$ cat config.mk
export PLATFORM = sky130hd
export DESIGN_NAME = i2c_watch_top
export DESIGN_NICKNAME = d
export VERILOG_FILES = /design/src/i2c_watch_pkg.sv /design/src/i2c_watch_top.sv /design/src/function_clock_divider.sv /design/src/bus_event_watchdog.sv
export SDC_FILE = /design/constraint.sdc
export NUM_CORES = 1
export LEC_CHECK = 0
export BUFFER_PORTS_ARGS = -buffer_cell sky130_fd_sc_hd__buf_4
export CELL_PAD_IN_SITES_DETAIL_PLACEMENT = 1
export CELL_PAD_IN_SITES_GLOBAL_PLACEMENT = 1
export CORE_ASPECT_RATIO = 1.5
export CORE_MARGIN = 4
export CORE_UTILIZATION = 41
export CTS_CLUSTER_DIAMETER = 80
export CTS_CLUSTER_SIZE = 14
export DETAILED_ROUTE_END_ITERATION = 10
export GPL_TIMING_DRIVEN = 0
export PLACE_DENSITY_LB_ADDON = 0.1
export REMOVE_ABC_BUFFERS = 1
export SLEW_MARGIN = 0
export SYNTH_ARGS = -nofsm -noshare
export SYNTH_HDL_FRONTEND = slang
export SYNTH_HIERARCHICAL = 1
export SYNTH_SLANG_ARGS = --single-unit
$ cat constraint.sdc
create_clock -name sys_clk -period 2.7 [get_ports sys_clk]
set_clock_uncertainty 0.05 [all_clocks]
set_input_delay 0.405 -clock sys_clk [delete_from_list [all_inputs] [get_ports sys_clk]]
set_output_delay 0.405 -clock sys_clk [all_outputs]
set_load 0.05 [all_outputs]
$ cat src/i2c_watch_pkg.sv
// constants shared by the two-wire support block: register map, field layout, reset values
package i2c_watch_pkg;

  // register bus geometry
  localparam int unsigned ADDR_W = 12; // byte address bits decoded by the slave
  localparam int unsigned DATA_W = 32; // register data width

  // register byte offsets
  localparam logic [11:0] OFF_WATCH_CTRL = 12'h800; // check enables for the watchdog
  localparam logic [11:0] OFF_FLAG_STATUS = 12'h804; // sticky event flags, cleared by read
  localparam logic [11:0] OFF_ENABLE_SET = 12'h808; // interrupt_enable_set, write one to enable
  localparam logic [11:0] OFF_ENABLE_CLEAR = 12'h80c; // interrupt_enable_clear, write-only
  localparam logic [11:0] OFF_WATCH_LIMIT = 12'h810; // bus_watch_limit
  localparam logic [11:0] OFF_CLOCK_DIVIDER = 12'h814; // function_clock_divider
  localparam logic [11:0] OFF_FLAG_VIEW = 12'h818; // masked_flag_view

  // defined enable / flag bit positions
  localparam int unsigned BIT_MASTER_WAITING = 0;
  localparam int unsigned BIT_ARBITRATION_LOST = 4;
  localparam int unsigned BIT_START_STOP_ERROR = 6;
  localparam int unsigned BIT_TARGET_WAITING = 8;
  localparam int unsigned BIT_TARGET_NOT_HOLDING = 11;
  localparam int unsigned BIT_TARGET_DESELECT = 15;
  localparam int unsigned BIT_SNOOP_READY = 16;
  localparam int unsigned BIT_SNOOP_OVERRUN = 17;
  localparam int unsigned BIT_SNOOP_IDLE = 19;
  localparam int unsigned BIT_EVENT_GAP = 24;
  localparam int unsigned BIT_CLOCK_LOW = 25;

  // every implemented bit of the enable, flag and clear layouts
  localparam logic [31:0] DEFINED_BITS = 32'h030b_8951;

  // watchdog control bits
  localparam int unsigned BIT_GAP_CHECK_ON = 0;
  localparam int unsigned BIT_LOW_CHECK_ON = 1;

  // limit register layout
  localparam int unsigned LIMIT_LSB = 4;
  localparam int unsigned LIMIT_MSB = 15;
  localparam logic [3:0] LIMIT_LOW_NIBBLE = 4'hf; // hard-wired low bits
  localparam logic [11:0] LIMIT_FIELD_RESET = 12'hfff; // largest limit after reset

  // divider layout
  localparam logic [15:0] DIVIDE_VALUE_RESET = 16'h0000; // divide by one after reset

  // bus answers
  localparam logic [1:0] RESP_OKAY = 2'b00;
  localparam logic [1:0] RESP_SLVERR = 2'b10;

endpackage : i2c_watch_pkg

$ cat src/i2c_watch_top.sv
// two-wire bus support: interrupt enables, bus watchdog and function clock divider
`timescale 1ns/1ps
module i2c_watch_top (
  input wire logic sys_clk,
  input wire logic rst_n,
  // AXI4-Lite write address channel
  input wire logic [11:0] s_axi_awaddr,
  input wire logic s_axi_awvalid,
  output logic s_axi_awready,
  // AXI4-Lite write data channel
  input wire logic [31:0] s_axi_wdata,
  input wire logic [3:0] s_axi_wstrb,
  input wire logic s_axi_wvalid,
  output logic s_axi_wready,
  // AXI4-Lite write response channel
  output logic [1:0] s_axi_bresp,
  output logic s_axi_bvalid,
  input wire logic s_axi_bready,
  // AXI4-Lite read address channel
  input wire logic [11:0] s_axi_araddr,
  input wire logic s_axi_arvalid,
  output logic s_axi_arready,
  // AXI4-Lite read data channel
  output logic [31:0] s_axi_rdata,
  output logic [1:0] s_axi_rresp,
  output logic s_axi_rvalid,
  input wire logic s_axi_rready,
  // bus lines as seen from the pins
  input wire logic scl_in,
  input wire logic sda_in,
  // one-cycle event pulses from the master, target and snoop engines
  input wire logic [31:0] source_events,
  // function clock tick for the master timing and target engines
  output logic function_tick,
  // watchdog view of the bus
  output logic bus_busy,
  // level interrupt
  output logic irq
);
  import i2c_watch_pkg::*;

  // ---------------------------------------------------------------- state
  logic [31:0] enable_q; // interrupt_enable_set contents
  logic [31:0] flag_q; // sticky event flags
  logic [11:0] limit_field_q; // limit_interval_field
  logic [15:0] divide_value_q; // divide_value
  logic gap_check_on_q; // event-gap check running
  logic low_check_on_q; // clock-low check running

  // pin synchronisers: three stages, level taken when stages two and three agree
  logic [2:0] scl_sync_q;
  logic [2:0] sda_sync_q;
  logic scl_level_q; // filtered clock line
  logic sda_level_q; // filtered data line

  // write channel holding registers
  logic aw_held_q; // write address taken, waiting for data
  logic w_held_q; // write data taken, waiting for address
  logic [11:0] aw_addr_q;
  logic [31:0] w_data_q;
  logic [3:0] w_strb_q;

  // internal pulses
  logic tick_raw; // divider output
  logic busy_raw; // watchdog busy flag
  logic gap_hit; // event gap over limit
  logic low_hit; // clock low over limit
  logic do_write; // both halves of a write present this cycle
  logic do_read; // read address taken this cycle
  logic flag_read_clear; // read address of the sticky flags taken this cycle
  logic [31:0] write_mask; // strobe-expanded write data
  logic [31:0] bit_mask; // strobe-expanded byte lanes
  logic [31:0] new_events; // all events raised this cycle

  // expand byte strobes to a bit mask; used for data and for lanes
  function automatic logic [31:0] lane_mask(input logic [3:0] strb);
    lane_mask = {{8{strb[3]}}, {8{strb[2]}}, {8{strb[1]}}, {8{strb[0]}}};
  endfunction : lane_mask

  // true for any offset the slave answers
  function automatic logic is_mapped(input logic [11:0] addr);
    case (addr)
      OFF_WATCH_CTRL, OFF_FLAG_STATUS, OFF_ENABLE_SET, OFF_ENABLE_CLEAR,
      OFF_WATCH_LIMIT, OFF_CLOCK_DIVIDER, OFF_FLAG_VIEW: is_mapped = 1'b1;
      default: is_mapped = 1'b0;
    endcase
  endfunction : is_mapped

  // ---------------------------------------------------------------- pins
  // the first stage is read only by the second; filtering looks at two and three
  // agreement of two stages rejects a one-cycle glitch at the price of a clock of delay
  always_ff @(posedge sys_clk or negedge rst_n) begin
    if (!rst_n) begin
      scl_sync_q <= 3'b111;
      sda_sync_q <= 3'b111;
      scl_level_q <= 1'b1; // idle bus floats high
      sda_level_q <= 1'b1;
    end else begin
      scl_sync_q <= {scl_sync_q[1:0], scl_in};
      sda_sync_q <= {sda_sync_q[1:0], sda_in};
      if (scl_sync_q[1] == scl_sync_q[2]) begin
        scl_level_q <= scl_sync_q[2];
      end
      if (sda_sync_q[1] == sda_sync_q[2]) begin
        sda_level_q <= sda_sync_q[2];
      end
    end
  end

  // ---------------------------------------------------------------- engines
  // the divided tick paces the watchdog and is handed out for bus timing
  function_clock_divider u_divider (
    .sys_clk(sys_clk),
    .rst_n(rst_n),
    .divide_value(divide_value_q),
    .function_tick(tick_raw)
  );

  bus_event_watchdog u_watchdog (
    .sys_clk(sys_clk),
    .rst_n(rst_n),
    .scl_level(scl_level_q),
    .sda_level(sda_level_q),
    .function_tick(tick_raw),
    .limit_interval_field(limit_field_q),
    .gap_check_on(gap_check_on_q),
    .low_check_on(low_check_on_q),
    .bus_busy(busy_raw),
    .bus_event_gap_hit(gap_hit),
    .clock_low_limit_hit(low_hit)
  );

  // retime engine outputs so every top output leaves a flip-flop
  always_ff @(posedge sys_clk or negedge rst_n) begin
    if (!rst_n) begin
      function_tick <= 1'b0;
      bus_busy <= 1'b0;
    end else begin
      function_tick <= tick_raw;
      bus_busy <= busy_raw;
    end
  end

  // ---------------------------------------------------------------- write path
  // address and data are accepted independently; the write happens once both are held
  assign do_write = aw_held_q && w_held_q && !s_axi_bvalid;
  assign bit_mask = lane_mask(w_strb_q);
  assign write_mask = w_data_q & bit_mask;

  // write address channel
  always_ff @(posedge sys_clk or negedge rst_n) begin
    if (!rst_n) begin
      aw_held_q <= 1'b0;
      aw_addr_q <= 12'h000;
      s_axi_awready <= 1'b1;
    end else if (s_axi_awvalid && s_axi_awready) begin
      aw_held_q <= 1'b1;
      aw_addr_q <= s_axi_awaddr;
      s_axi_awready <= 1'b0; // one write under way at a time
    end else if (do_write) begin
      aw_held_q <= 1'b0;
    end else if (!aw_held_q && !s_axi_bvalid) begin
      s_axi_awready <= 1'b1;
    end
  end

  // write data channel
  always_ff @(posedge sys_clk or negedge rst_n) begin
    if (!rst_n) begin
      w_held_q <= 1'b0;
      w_data_q <= 32'h0000_0000;
      w_strb_q <= 4'h0;
      s_axi_wready <= 1'b1;
    end else if (s_axi_wvalid && s_axi_wready) begin
      w_held_q <= 1'b1;
      w_data_q <= s_axi_wdata;
      w_strb_q <= s_axi_wstrb;
      s_axi_wready <= 1'b0;
    end else if (do_write) begin
      w_held_q <= 1'b0;
    end else if (!w_held_q && !s_axi_bvalid) begin
      s_axi_wready <= 1'b1;
    end
  end

  // write response: unmapped offsets answer with a slave error
  // bvalid holds both readies low, so a second write cannot slip in under the answer
  always_ff @(posedge sys_clk or negedge rst_n) begin
    if (!rst_n) begin
      s_axi_bvalid <= 1'b0;
      s_axi_bresp <= RESP_OKAY;
    end else if (do_write) begin
      s_axi_bvalid <= 1'b1;
      s_axi_bresp <= is_mapped(aw_addr_q) ? RESP_OKAY : RESP_SLVERR;
    end else if (s_axi_bvalid && s_axi_bready) begin
      s_axi_bvalid <= 1'b0;
    end
  end

  // ---------------------------------------------------------------- registers
  // enables: set register ORs ones in, clear register knocks ones out;
  // zeros in either leave the enable alone
  always_ff @(posedge sys_clk or negedge rst_n) begin
    if (!rst_n) begin
      enable_q <= 32'h0000_0000;
    end else if (do_write && aw_addr_q == OFF_ENABLE_SET) begin
      enable_q <= enable_q | (write_mask & DEFINED_BITS);
    end else if (do_write && aw_addr_q == OFF_ENABLE_CLEAR) begin
      // each defined clear bit maps onto the same enable position;
      // reserved positions are ignored, software should write them as zero
      enable_q <= enable_q & ~(write_mask & DEFINED_BITS);
    end
  end

  // watchdog checks; software stops both before changing the limit
  always_ff @(posedge sys_clk or negedge rst_n) begin
    if (!rst_n) begin
      gap_check_on_q <= 1'b0;
      low_check_on_q <= 1'b0;
    end else if (do_write && aw_addr_q == OFF_WATCH_CTRL && w_strb_q[0]) begin
      gap_check_on_q <= w_data_q[BIT_GAP_CHECK_ON];
      low_check_on_q <= w_data_q[BIT_LOW_CHECK_ON];
    end
  end

  // limit field; the low nibble has no storage and always reads ones
  always_ff @(posedge sys_clk or negedge rst_n) begin
    if (!rst_n) begin
      limit_field_q <= LIMIT_FIELD_RESET;
    end else if (do_write && aw_addr_q == OFF_WATCH_LIMIT) begin
      // a live change is taken as written; counters compare against the new value at once
      // hazard: a shorter limit written below the running count is passed by, and fires only after the count wraps, hence the stop-first rule
      limit_field_q <= (limit_field_q & ~bit_mask[LIMIT_MSB:LIMIT_LSB])
        | write_mask[LIMIT_MSB:LIMIT_LSB];
    end
  end

  // divider value, byte lanes honoured
  always_ff @(posedge sys_clk or negedge rst_n) begin
    if (!rst_n) begin
      divide_value_q <= DIVIDE_VALUE_RESET;
    end else if (do_write && aw_addr_q == OFF_CLOCK_DIVIDER) begin
      divide_value_q <= (divide_value_q & ~bit_mask[15:0]) | write_mask[15:0];
    end
  end

  // ---------------------------------------------------------------- flags
  // sticky flags: engine pulses and watchdog hits set them, a read of the
  // flag register clears them; a set in the same cycle as that read wins
  // otherwise a hit landing on the clearing read would be lost without a trace
  always_comb begin
    new_events = source_events & DEFINED_BITS;
    new_events[BIT_EVENT_GAP] = gap_hit;
    new_events[BIT_CLOCK_LOW] = low_hit;
  end

  always_ff @(posedge sys_clk or negedge rst_n) begin
    if (!rst_n) begin
      flag_q <= 32'h0000_0000;
    end else if (flag_read_clear) begin
      flag_q <= new_events;
    end else begin
      flag_q <= flag_q | new_events;
    end
  end

  // one level interrupt while any enabled flag is set
  // registered, so the pin never glitches while flags and enables change together
  always_ff @(posedge sys_clk or negedge rst_n) begin
    if (!rst_n) begin
      irq <= 1'b0;
    end else begin
      irq <= |(flag_q & enable_q);
    end
  end

  // ---------------------------------------------------------------- read path
  // one read at a time: arready drops on acceptance and returns after rdata is taken
  // the flag register clears on read, so rdata captures it at the very edge of the clear
  assign do_read = s_axi_arvalid && s_axi_arready;
  assign flag_read_clear = do_read && s_axi_araddr == OFF_FLAG_STATUS;

  always_ff @(posedge sys_clk or negedge rst_n) begin
    if (!rst_n) begin
      s_axi_arready <= 1'b1;
      s_axi_rvalid <= 1'b0;
      s_axi_rdata <= 32'h0000_0000;
      s_axi_rresp <= RESP_OKAY;
    end else if (do_read) begin
      s_axi_arready <= 1'b0;
      s_axi_rvalid <= 1'b1;
      s_axi_rresp <= is_mapped(s_axi_araddr) ? RESP_OKAY : RESP_SLVERR;
      case (s_axi_araddr)
        OFF_WATCH_CTRL: begin
          s_axi_rdata <= 32'h0000_0000;
          s_axi_rdata[BIT_GAP_CHECK_ON] <= gap_check_on_q;
          s_axi_rdata[BIT_LOW_CHECK_ON] <= low_check_on_q;
        end
        OFF_FLAG_STATUS: begin
          s_axi_rdata <= flag_q;
        end
        OFF_ENABLE_SET: begin
          s_axi_rdata <= enable_q;
        end
        OFF_WATCH_LIMIT: begin
          s_axi_rdata <= {16'h0000, limit_field_q, LIMIT_LOW_NIBBLE};
        end
        OFF_CLOCK_DIVIDER: begin
          s_axi_rdata <= {16'h0000, divide_value_q};
        end
        OFF_FLAG_VIEW: begin
          s_axi_rdata <= flag_q & enable_q;
        end
        default: begin
          // the clear register keeps nothing to show, so it reads as zero
          s_axi_rdata <= 32'h0000_0000;
        end
      endcase
    end else if (s_axi_rvalid && s_axi_rready) begin
      s_axi_rvalid <= 1'b0;
      s_axi_arready <= 1'b1;
    end
  end

endmodule : i2c_watch_top

$ cat src/function_clock_divider.sv
// divider that turns the interface source clock into function clock ticks
`timescale 1ns/1ps
module function_clock_divider (
  input wire logic sys_clk,
  input wire logic rst_n,
  input wire logic [15:0] divide_value,
  output logic function_tick
);
  import i2c_watch_pkg::*;

  logic [15:0] count_q; // source clocks since last tick

  // one tick every (divide_value + 1) source clocks; a new value takes effect
  // at once: the count runs up to it, or wraps on the next clock if already past it
  always_ff @(posedge sys_clk or negedge rst_n) begin
    if (!rst_n) begin
      count_q <= 16'h0000;
      function_tick <= 1'b0;
    end else if (count_q >= divide_value) begin
      count_q <= 16'h0000;
      function_tick <= 1'b1;
    end else begin
      count_q <= count_q + 16'h0001;
      function_tick <= 1'b0;
    end
  end

endmodule : function_clock_divider

$ cat src/bus_event_watchdog.sv
// bus watchdog: event-gap and clock-low checks timed in function clock ticks
`timescale 1ns/1ps
module bus_event_watchdog (
  input wire logic sys_clk,
  input wire logic rst_n,
  input wire logic scl_level,
  input wire logic sda_level,
  input wire logic function_tick,
  input wire logic [11:0] limit_interval_field,
  input wire logic gap_check_on,
  input wire logic low_check_on,
  output logic bus_busy,
  output logic bus_event_gap_hit,
  output logic clock_low_limit_hit
);
  import i2c_watch_pkg::*;

  logic scl_prev_q; // line levels one clock ago
  logic sda_prev_q;
  logic [15:0] gap_count_q; // ticks since last bus event
  logic [15:0] low_count_q; // ticks with clock held low
  logic gap_done_q; // gap already reported for this interval
  logic low_done_q; // low time already reported for this stretch
  logic start_seen, stop_seen, scl_rise, scl_fall, any_event;
  logic [15:0] limit_last; // tick count at which the limit is reached, minus one

  assign start_seen = scl_level && scl_prev_q && sda_prev_q && !sda_level;
  assign stop_seen = scl_level && scl_prev_q && !sda_prev_q && sda_level;
  assign scl_rise = scl_level && !scl_prev_q;
  assign scl_fall = !scl_level && scl_prev_q;
  assign any_event = start_seen || stop_seen || scl_rise || scl_fall;
  // low nibble is always ones, so the limit is (field + 1) * 16 ticks
  assign limit_last = {limit_interval_field, LIMIT_LOW_NIBBLE};

  // edge history and bus busy tracking between start and stop
  always_ff @(posedge sys_clk or negedge rst_n) begin
    if (!rst_n) begin
      scl_prev_q <= 1'b1;
      sda_prev_q <= 1'b1;
      bus_busy <= 1'b0;
    end else begin
      scl_prev_q <= scl_level;
      sda_prev_q <= sda_level;
      if (start_seen) begin
        bus_busy <= 1'b1;
      end else if (stop_seen) begin
        bus_busy <= 1'b0;
      end
    end
  end

  // gap between successive events, only while the bus is busy
  always_ff @(posedge sys_clk or negedge rst_n) begin
    if (!rst_n) begin
      gap_count_q <= 16'h0000;
      gap_done_q <= 1'b0;
      bus_event_gap_hit <= 1'b0;
    end else begin
      bus_event_gap_hit <= 1'b0;
      if (any_event || !bus_busy || !gap_check_on) begin
        gap_count_q <= 16'h0000; // restart on every event
        gap_done_q <= 1'b0;
      end else if (function_tick && !gap_done_q) begin
        if (gap_count_q == limit_last) begin
          bus_event_gap_hit <= 1'b1;
          gap_done_q <= 1'b1; // one report per overlong gap
        end else begin
          gap_count_q <= gap_count_q + 16'h0001;
        end
      end
    end
  end

  // time the clock line stays low, only while the bus is busy
  always_ff @(posedge sys_clk or negedge rst_n) begin
    if (!rst_n) begin
      low_count_q <= 16'h0000;
      low_done_q <= 1'b0;
      clock_low_limit_hit <= 1'b0;
    end else begin
      clock_low_limit_hit <= 1'b0;
      if (scl_level || !bus_busy || !low_check_on) begin
        low_count_q <= 16'h0000; // clock high ends the stretch
        low_done_q <= 1'b0;
      end else if (function_tick && !low_done_q) begin
        if (low_count_q == limit_last) begin
          clock_low_limit_hit <= 1'b1;
          low_done_q <= 1'b1;
        end else begin
          low_count_q <= low_count_q + 16'h0001;
        end
      end
    end
  end

endmodule : bus_event_watchdog

# ---- After elaboration in Yosys (flattened, before gate mapping)
# Cells that the tools add are included.
dict set report word_totals {
  register_bits 246
  out_inout_bits 44
  elab_cells 187
  inputBits 101
}
dict set report classes {
  n_eq_ne 22
  bitwise_logic 12
  addsub 3
  n_reduce_logical 65
  muxes 47
  magnitude_cmp 1
}
# op n
set op_table {}
lappend op_table {{32-bit one-hot mux with 6 select lines} 1}
lappend op_table {{12-bit equality test (second input constant)} 14}
lappend op_table {{16-bit two-way mux} 7}
lappend op_table {{32-bit two-way mux} 3}
lappend op_table {{32-bit bitwise AND} 2}
lappend op_table {{32-bit by 26-bit bitwise OR with 32-bit output} 2}
lappend op_table {{16-bit by 1-bit adder with 16-bit output (second input constant)} 3}
lappend op_table {{1-bit two-way mux} 34}
lappend op_table {{16-bit equality test} 2}
lappend op_table {{26-bit NOT with 32-bit output} 1}
lappend op_table {{32-bit OR reduction} 1}
lappend op_table {{26-bit bitwise AND} 1}
lappend op_table {{1-bit logical AND} 25}
lappend op_table {{2-bit nonzero test} 12}
lappend op_table {{16-bit bitwise AND} 1}
lappend op_table {{16-bit greater-or-equal comparator} 1}
lappend op_table {{16-bit NOT} 1}
lappend op_table {{16-bit bitwise OR} 1}
lappend op_table {{7-bit OR reduction} 2}
lappend op_table {{12-bit bitwise AND} 1}
lappend op_table {{1-bit zero test} 12}
lappend op_table {{12-bit NOT} 1}
lappend op_table {{12-bit bitwise OR} 1}
lappend op_table {{2-bit AND reduction} 6}
lappend op_table {{other kinds (4)} 15}

# ---- Longest topological paths before layout
dict set report depth {
  depth_word 10
  depth_mapped 8
  mapped_depth_nobuf 6
}

# ---- Cells and area by module
# The synthesis kept the hierarchy.
# mod cells_per_inst area_per_inst_um2 seq_area_each_um2 n_inst
set modules_own_cells {}
lappend modules_own_cells {i2c_watch_top 438 5567.8 3306.9 1}
lappend modules_own_cells {bus_event_watchdog 256 2328.5 978.4 1}
lappend modules_own_cells {function_clock_divider 131 1285.0 425.4 1}

# ---- Worst setup path after synthesis
# OpenSTA, ideal clock, no wires.
dict set report synth_timing {
  path_type {register to register}
  start {register s_axi_bvalid}
  end {register divide_value_q[10]}
  path_stages_with_launch 7
  setup_time_ns 0.125
  t_required_ns 2.525
  arrival_time_ns 2.462
  period_less_slack_ns 2.637
  n_path_buf 2
  path_slack_ns 0.063
  path_cell_list {dfrtp_1 -> nand3b_1 -> or4_1 -> buf_2 -> or4_4 -> buf_6 -> mux2_4}
}
dict set report synth_between {
  elab_chain_len 3
}
# element line
set synth_lines {}
lappend synth_lines {{from (decl)} i2c_watch_top.sv:17} ;# output logic s_axi_bvalid,
lappend synth_lines {{from (signal assigned)} i2c_watch_top.sv:190} ;# s_axi_bvalid <= 1'b0;
lappend synth_lines {{from (signal assigned)} i2c_watch_top.sv:193} ;# s_axi_bvalid <= 1'b1;
lappend synth_lines {{from (signal assigned)} i2c_watch_top.sv:196} ;# s_axi_bvalid <= 1'b0;
lappend synth_lines {{1-bit zero test} i2c_watch_top.sv:146} ;# assign do_write = aw_held_q && w_held_q && !s_axi_bvalid;
lappend synth_lines {{1-bit logical AND} i2c_watch_top.sv:146}
lappend synth_lines {{1-bit logical AND} i2c_watch_top.sv:242} ;# end else if (do_write && aw_addr_q == OFF_CLOCK_DIVIDER) begin
lappend synth_lines {{to (signal assigned)} i2c_watch_top.sv:243} ;# divide_value_q <= (divide_value_q & ~bit_mask[15:0]) | write_mask[15:0];
lappend synth_lines {{to (decl)} i2c_watch_top.sv:46} ;# logic [15:0] divide_value_q;
# Every way passes these cells.
# A chain may end at the register's enable or synchronous reset.

# ---- Worst setup path in the final report
dict set report layout_timing {
  start {register aw_addr_q[7]}
  end {register divide_value_q[9]}
}
dict set report layout_between {
  elab_chain_len 2
}
# element line
set layout_lines {}
lappend layout_lines {{from (decl)} i2c_watch_top.sv:59} ;# logic [11:0] aw_addr_q;
lappend layout_lines {{from (signal assigned)} i2c_watch_top.sv:158} ;# aw_addr_q <= s_axi_awaddr;
lappend layout_lines {{12-bit equality test} i2c_watch_top.sv:242}
lappend layout_lines {{1-bit logical AND} i2c_watch_top.sv:242}
# Every way passes these cells.

==> flow_metrics.py <==
metrics = {
    "clock_network": {
        "insertion_delay_ns": 0.44,
        "path_clk_slew_ns": 0.07,
        "cts_sinks": 187,
        "cts_inserted_buffers": 17,
        "cts_max_level": 4,
        "clk_path_buf_depth": 2,
        "clockRootBuffer": "clkbuf_16",
        "cts_tree": "built",
    },
    "die": {
        "rows": 66,
        "coreArea_mm2": 0.0219,
        "start_util_pct": 42.0,
        "die_h_um": 191,
        "pin_count": 145,
        "fp.dieW_um": 130,
        "dieArea_mm2": 0.0249,
    },
    "setup_path": {
        "path_depth": 4,
        "crit_required_ns": 2.97,
        "timing.critical_path.buf_inv": 0,
        "crit_end": "divide_value_q[9]$_DFFE_PN0P_",
        "crit_top_cell": "or4_4",
        "arrival_ns": 2.88,
        "crit_type": "flop to flop",
        "ff2ff_path_depth": 4,
        "cp-start-kind": "flop",
        "critPathLaunch": "aw_addr_q[7]$_DFFE_PN0P_",
        "cp-end-kind": "flop",
        "r2r_start": "aw_addr_q[7]$_DFFE_PN0P_",
        "r2r_end": "divide_value_q[9]$_DFFE_PN0P_",
        "path_delay_family": "simple AND/OR/NAND/NOR gates",
        "rrSetupSlack_ns": 0.1,
        "slowest_delay_ns": 0.68,
        "slowest_stage": "or4_4",
        "cp_cell_sequence": "or4_4 -> or4_4 -> or4_4 -> mux2_4",
        "crit_fanout": 8,
    },
    "power": {
        "leakage_nw": 4.65,
        "ir_drop_uv": 455,
        "power_density_mw_per_mm2": 674,
    },
    "run_status": {
        "outcome": "completed",
    },
    "logic_synthesis": {
        "synthesis.area_mm2": 0.00918,
        "synth_seq_cells": 187,
        "syn_avg_cell_area_um2": 11.1,
        "synth_area_leaders": "dfrtp_1 44%, mux2_2 8.5%, dfstp_2 7.2%, xnor2_1 3.1%, a21oi_1 2.6%",
        "synthArstFlopShare_pct": 100,
        "ys_seq_area_share_pct": 51.3,
        "yosysWarnings": 6,
        "synth_top_area_cell": "dfrtp_1",
        "netlist_instances": 825,
        "yosys_most_used_dff": "dfrtp_1",
        "synth_cell_types": 67,
        "netlist.area_leader.share_pct": 44.2,
        "synth-edff-count": 0,
    },
    "sta": {
        "setup_viol": 0,
        "hold_ws_ns": 0.0248,
        "period_minus_slack_ns": 2.60,
        "fmax_mhz": 384,
        "hold_viol_final": 0,
        "maxSlewHeadroom_pct": 19.9,
        "setup_tns_ns": 0,
        "rsz0062_at_grt": "false",
        "worstMarginPinSlew_ns": 1.20,
        "period_share_pct": 96.5,
        "drv_slew": 0,
    },
    "final_layout": {
        "fin_util_pct": 49.9,
        "drive_above_1_share_pct": 30.9,
        "stdcell_area_mm2": 0.0109,
        "area_growth_pct": 19.0,
        "final_nets": 1046,
        "nFillCells": 2353,
        "n_antenna_cell": 0,
    },
    "detailed_routing": {
        "drc_errors": 0,
        "wire_per_inst_um": 21.2,
        "ant_nets": 0,
        "vias": 6973,
        "dr.pass1.iters": 5,
        "avgViaCountPerCell": 5.76,
        "routed_wl_mm": 25.6,
        "drt_iter0_drc": 269,
    },
    "hold_path": {
        "hold_path.class": "input port to flop",
    },
    "global_route": {
        "grt_max_degree": 126,
        "grt_pass1_vias": 7691,
        "grtUsageTotal_pct": 21.4,
        "grt_pass1_wl_mm": 41.6,
        "antenna_found_initial": 0,
        "grt_overflow": 0,
    },
    "placed_design": {
        "io_buffers": 108,
        "finalWeightedCongestion": 0.823,
        "placedInstanceArea_mm2": 0.0102,
        "hpwl_mm": 19.2,
    },
    "job": {
        "cap_viol_max_count": 0,
    },
}
==> through the flow <==
stage	total power, W	instances	setup slack [ns]
after CTS	0.00744	1205	0.0213
after global routing	0.00770	1211	0.0142
after detailed placement	0.00500	1166	-0.332
final	0.00736	1211	0.0955
after global placement	0.00488	1162	-0.461
after floorplan	0.00440	782	-1.40
==> report_power, final <==
| part | leakage, nW | internal [W] | switching, W | total (W) |
|---|---|---|---|---|
| sequential | 2.35 | 0.00322 | 0.000370 | 0.00359 |
| clock | 0.274 | 0.00129 | 0.00113 | 0.00242 |
| combinational | 2.03 | 0.000577 | 0.000772 | 0.00135 |
| total | 4.65 | 0.00509 | 0.00227 | 0.00736 |
==> cell families (layout without fill, tap and decap cells) <==
group,after synthesis,count (layout),synth area share (%)
fa+ha+maj,21,21,2.81
flops,187,187,51.3
xor+xnor,39,39,3.72
simple gates,270,271,17.4
mux,85,85,10.6
compound gates,149,149,10.2
buf+inv,73,185,3.90
other cells,1,2,0.0408
==> routing by layer <==
layer / wire [µm] / GRT usage [%] / up-vias
li1: - / - / 3215
met1: 10400 / 26.1 / 3593
met2: 13900 / 38.4 / 125
met3: 833 / 3.44 / 40
met4: 538 / 6.40 / 0
met5: 0 / 0 / -
==> final cells by class <==
cell class / instances / area [µm²] / area share, %
clock buffer: 20 / 437 / 4.00
clock inverter: 12 / 115 / 1.05
inverter: 29 / 109 / 0.997
multi-input combinational: 567 / 4200 / 38.5
sequential: 187 / 4710 / 43.1
tap: 272 / 340 / 3.12
timing repair buffer: 124 / 1010 / 9.25
==> registers in the layout, summed over array words and instances (netlist names), 3 cells and up <==
signal,count
aw_addr_q,12
divide_value_q,16
enable_q,11
flag_q,11
limit_field_q,12
s_axi_rdata,22
scl_sync_q,3
sda_sync_q,3
u_divider/count_q,16
u_watchdog/gap_count_q,16
u_watchdog/low_count_q,16
w_data_q,21
w_strb_q,4
==> worst register-to-register path, delay by kind of cell, from the launching register on <==
family	cells	cell delay [ns]
AND/OR/NAND/NOR	3	1.71
flip-flops	1	0.38
multiplexers	1	0.35
==> timing repair <==
action                     4_1_cts  5_1_grt
hold endpoints to repair        54        0
cloned                           1        0
setup endpoints to repair       52       32
buffers inserted                 5        6
pin swaps                        2        4
hold buffers                     1        0
gates resized for setup          6        3
==> layout by cell type (no fill, tap or decap), types with 5 or more instances in the layout <==
cell type / synthesis / layout
clkbuf_16: 0 / 17
mux2_2: 69 / 69
a31oi_1: 8 / 8
a21oi_1: 48 / 47
or3_1: 26 / 26
ha_1: 19 / 19
inv_1: 29 / 29
xor2_1: 7 / 7
or4_1: 11 / 10
and3_1: 11 / 11
nand2b_1: 5 / 5
o21ai_0: 38 / 38
o31ai_1: 8 / 8
buf_4: 12 / 116
dfstp_2: 25 / 25
nand2_1: 59 / 59
a32oi_1: 8 / 8
nor4_2: 10 / 10
dfrtp_1: 162 / 162
nor2b_1: 5 / 5
nor4_1: 18 / 17
nor2_1: 26 / 26
inv_6: 0 / 5
xnor2_1: 32 / 32
nand4_1: 20 / 20
mux2_4: 8 / 8
a21o_1: 11 / 11
nand3_1: 40 / 40
mux2i_1: 8 / 8
nor3_1: 10 / 9
==> Yosys cell counts (all sizes together) (9+ instances only) <==
cell type,number
nand2,59
ha,19
or3,27
xnor2,32
a21oi,48
dfstp,25
nand4,20
dfrtp,162
nor4,30
nand3,40
o21ai,38
mux2,77
a21o,11
inv,29
or4,13
nor3,11
clkbuf,21
buf,23
nor2,27
and3,11
o31ai,9
==> how the worst min path moves through the flow <==
stage	from	endpoint	slack (ns)	depth (start not counted)
floorplan	rst_n	aw_addr_q[0]$_DFFE_PN0P_	0.06	0
global placement	sda_sync_q[0]$_DFF_PN1_	sda_sync_q[1]$_DFF_PN1_	0.30	0
detailed placement	scl_sync_q[0]$_DFF_PN1_	scl_sync_q[1]$_DFF_PN1_	0.30	0
CTS	scl_in	scl_sync_q[0]$_DFF_PN1_	0.008	1
global route	sda_in	sda_sync_q[0]$_DFF_PN1_	0.003	1
finish	scl_in	scl_sync_q[0]$_DFF_PN1_	0.02	1
No activity file was read; power rests on OpenSTA's default activity.
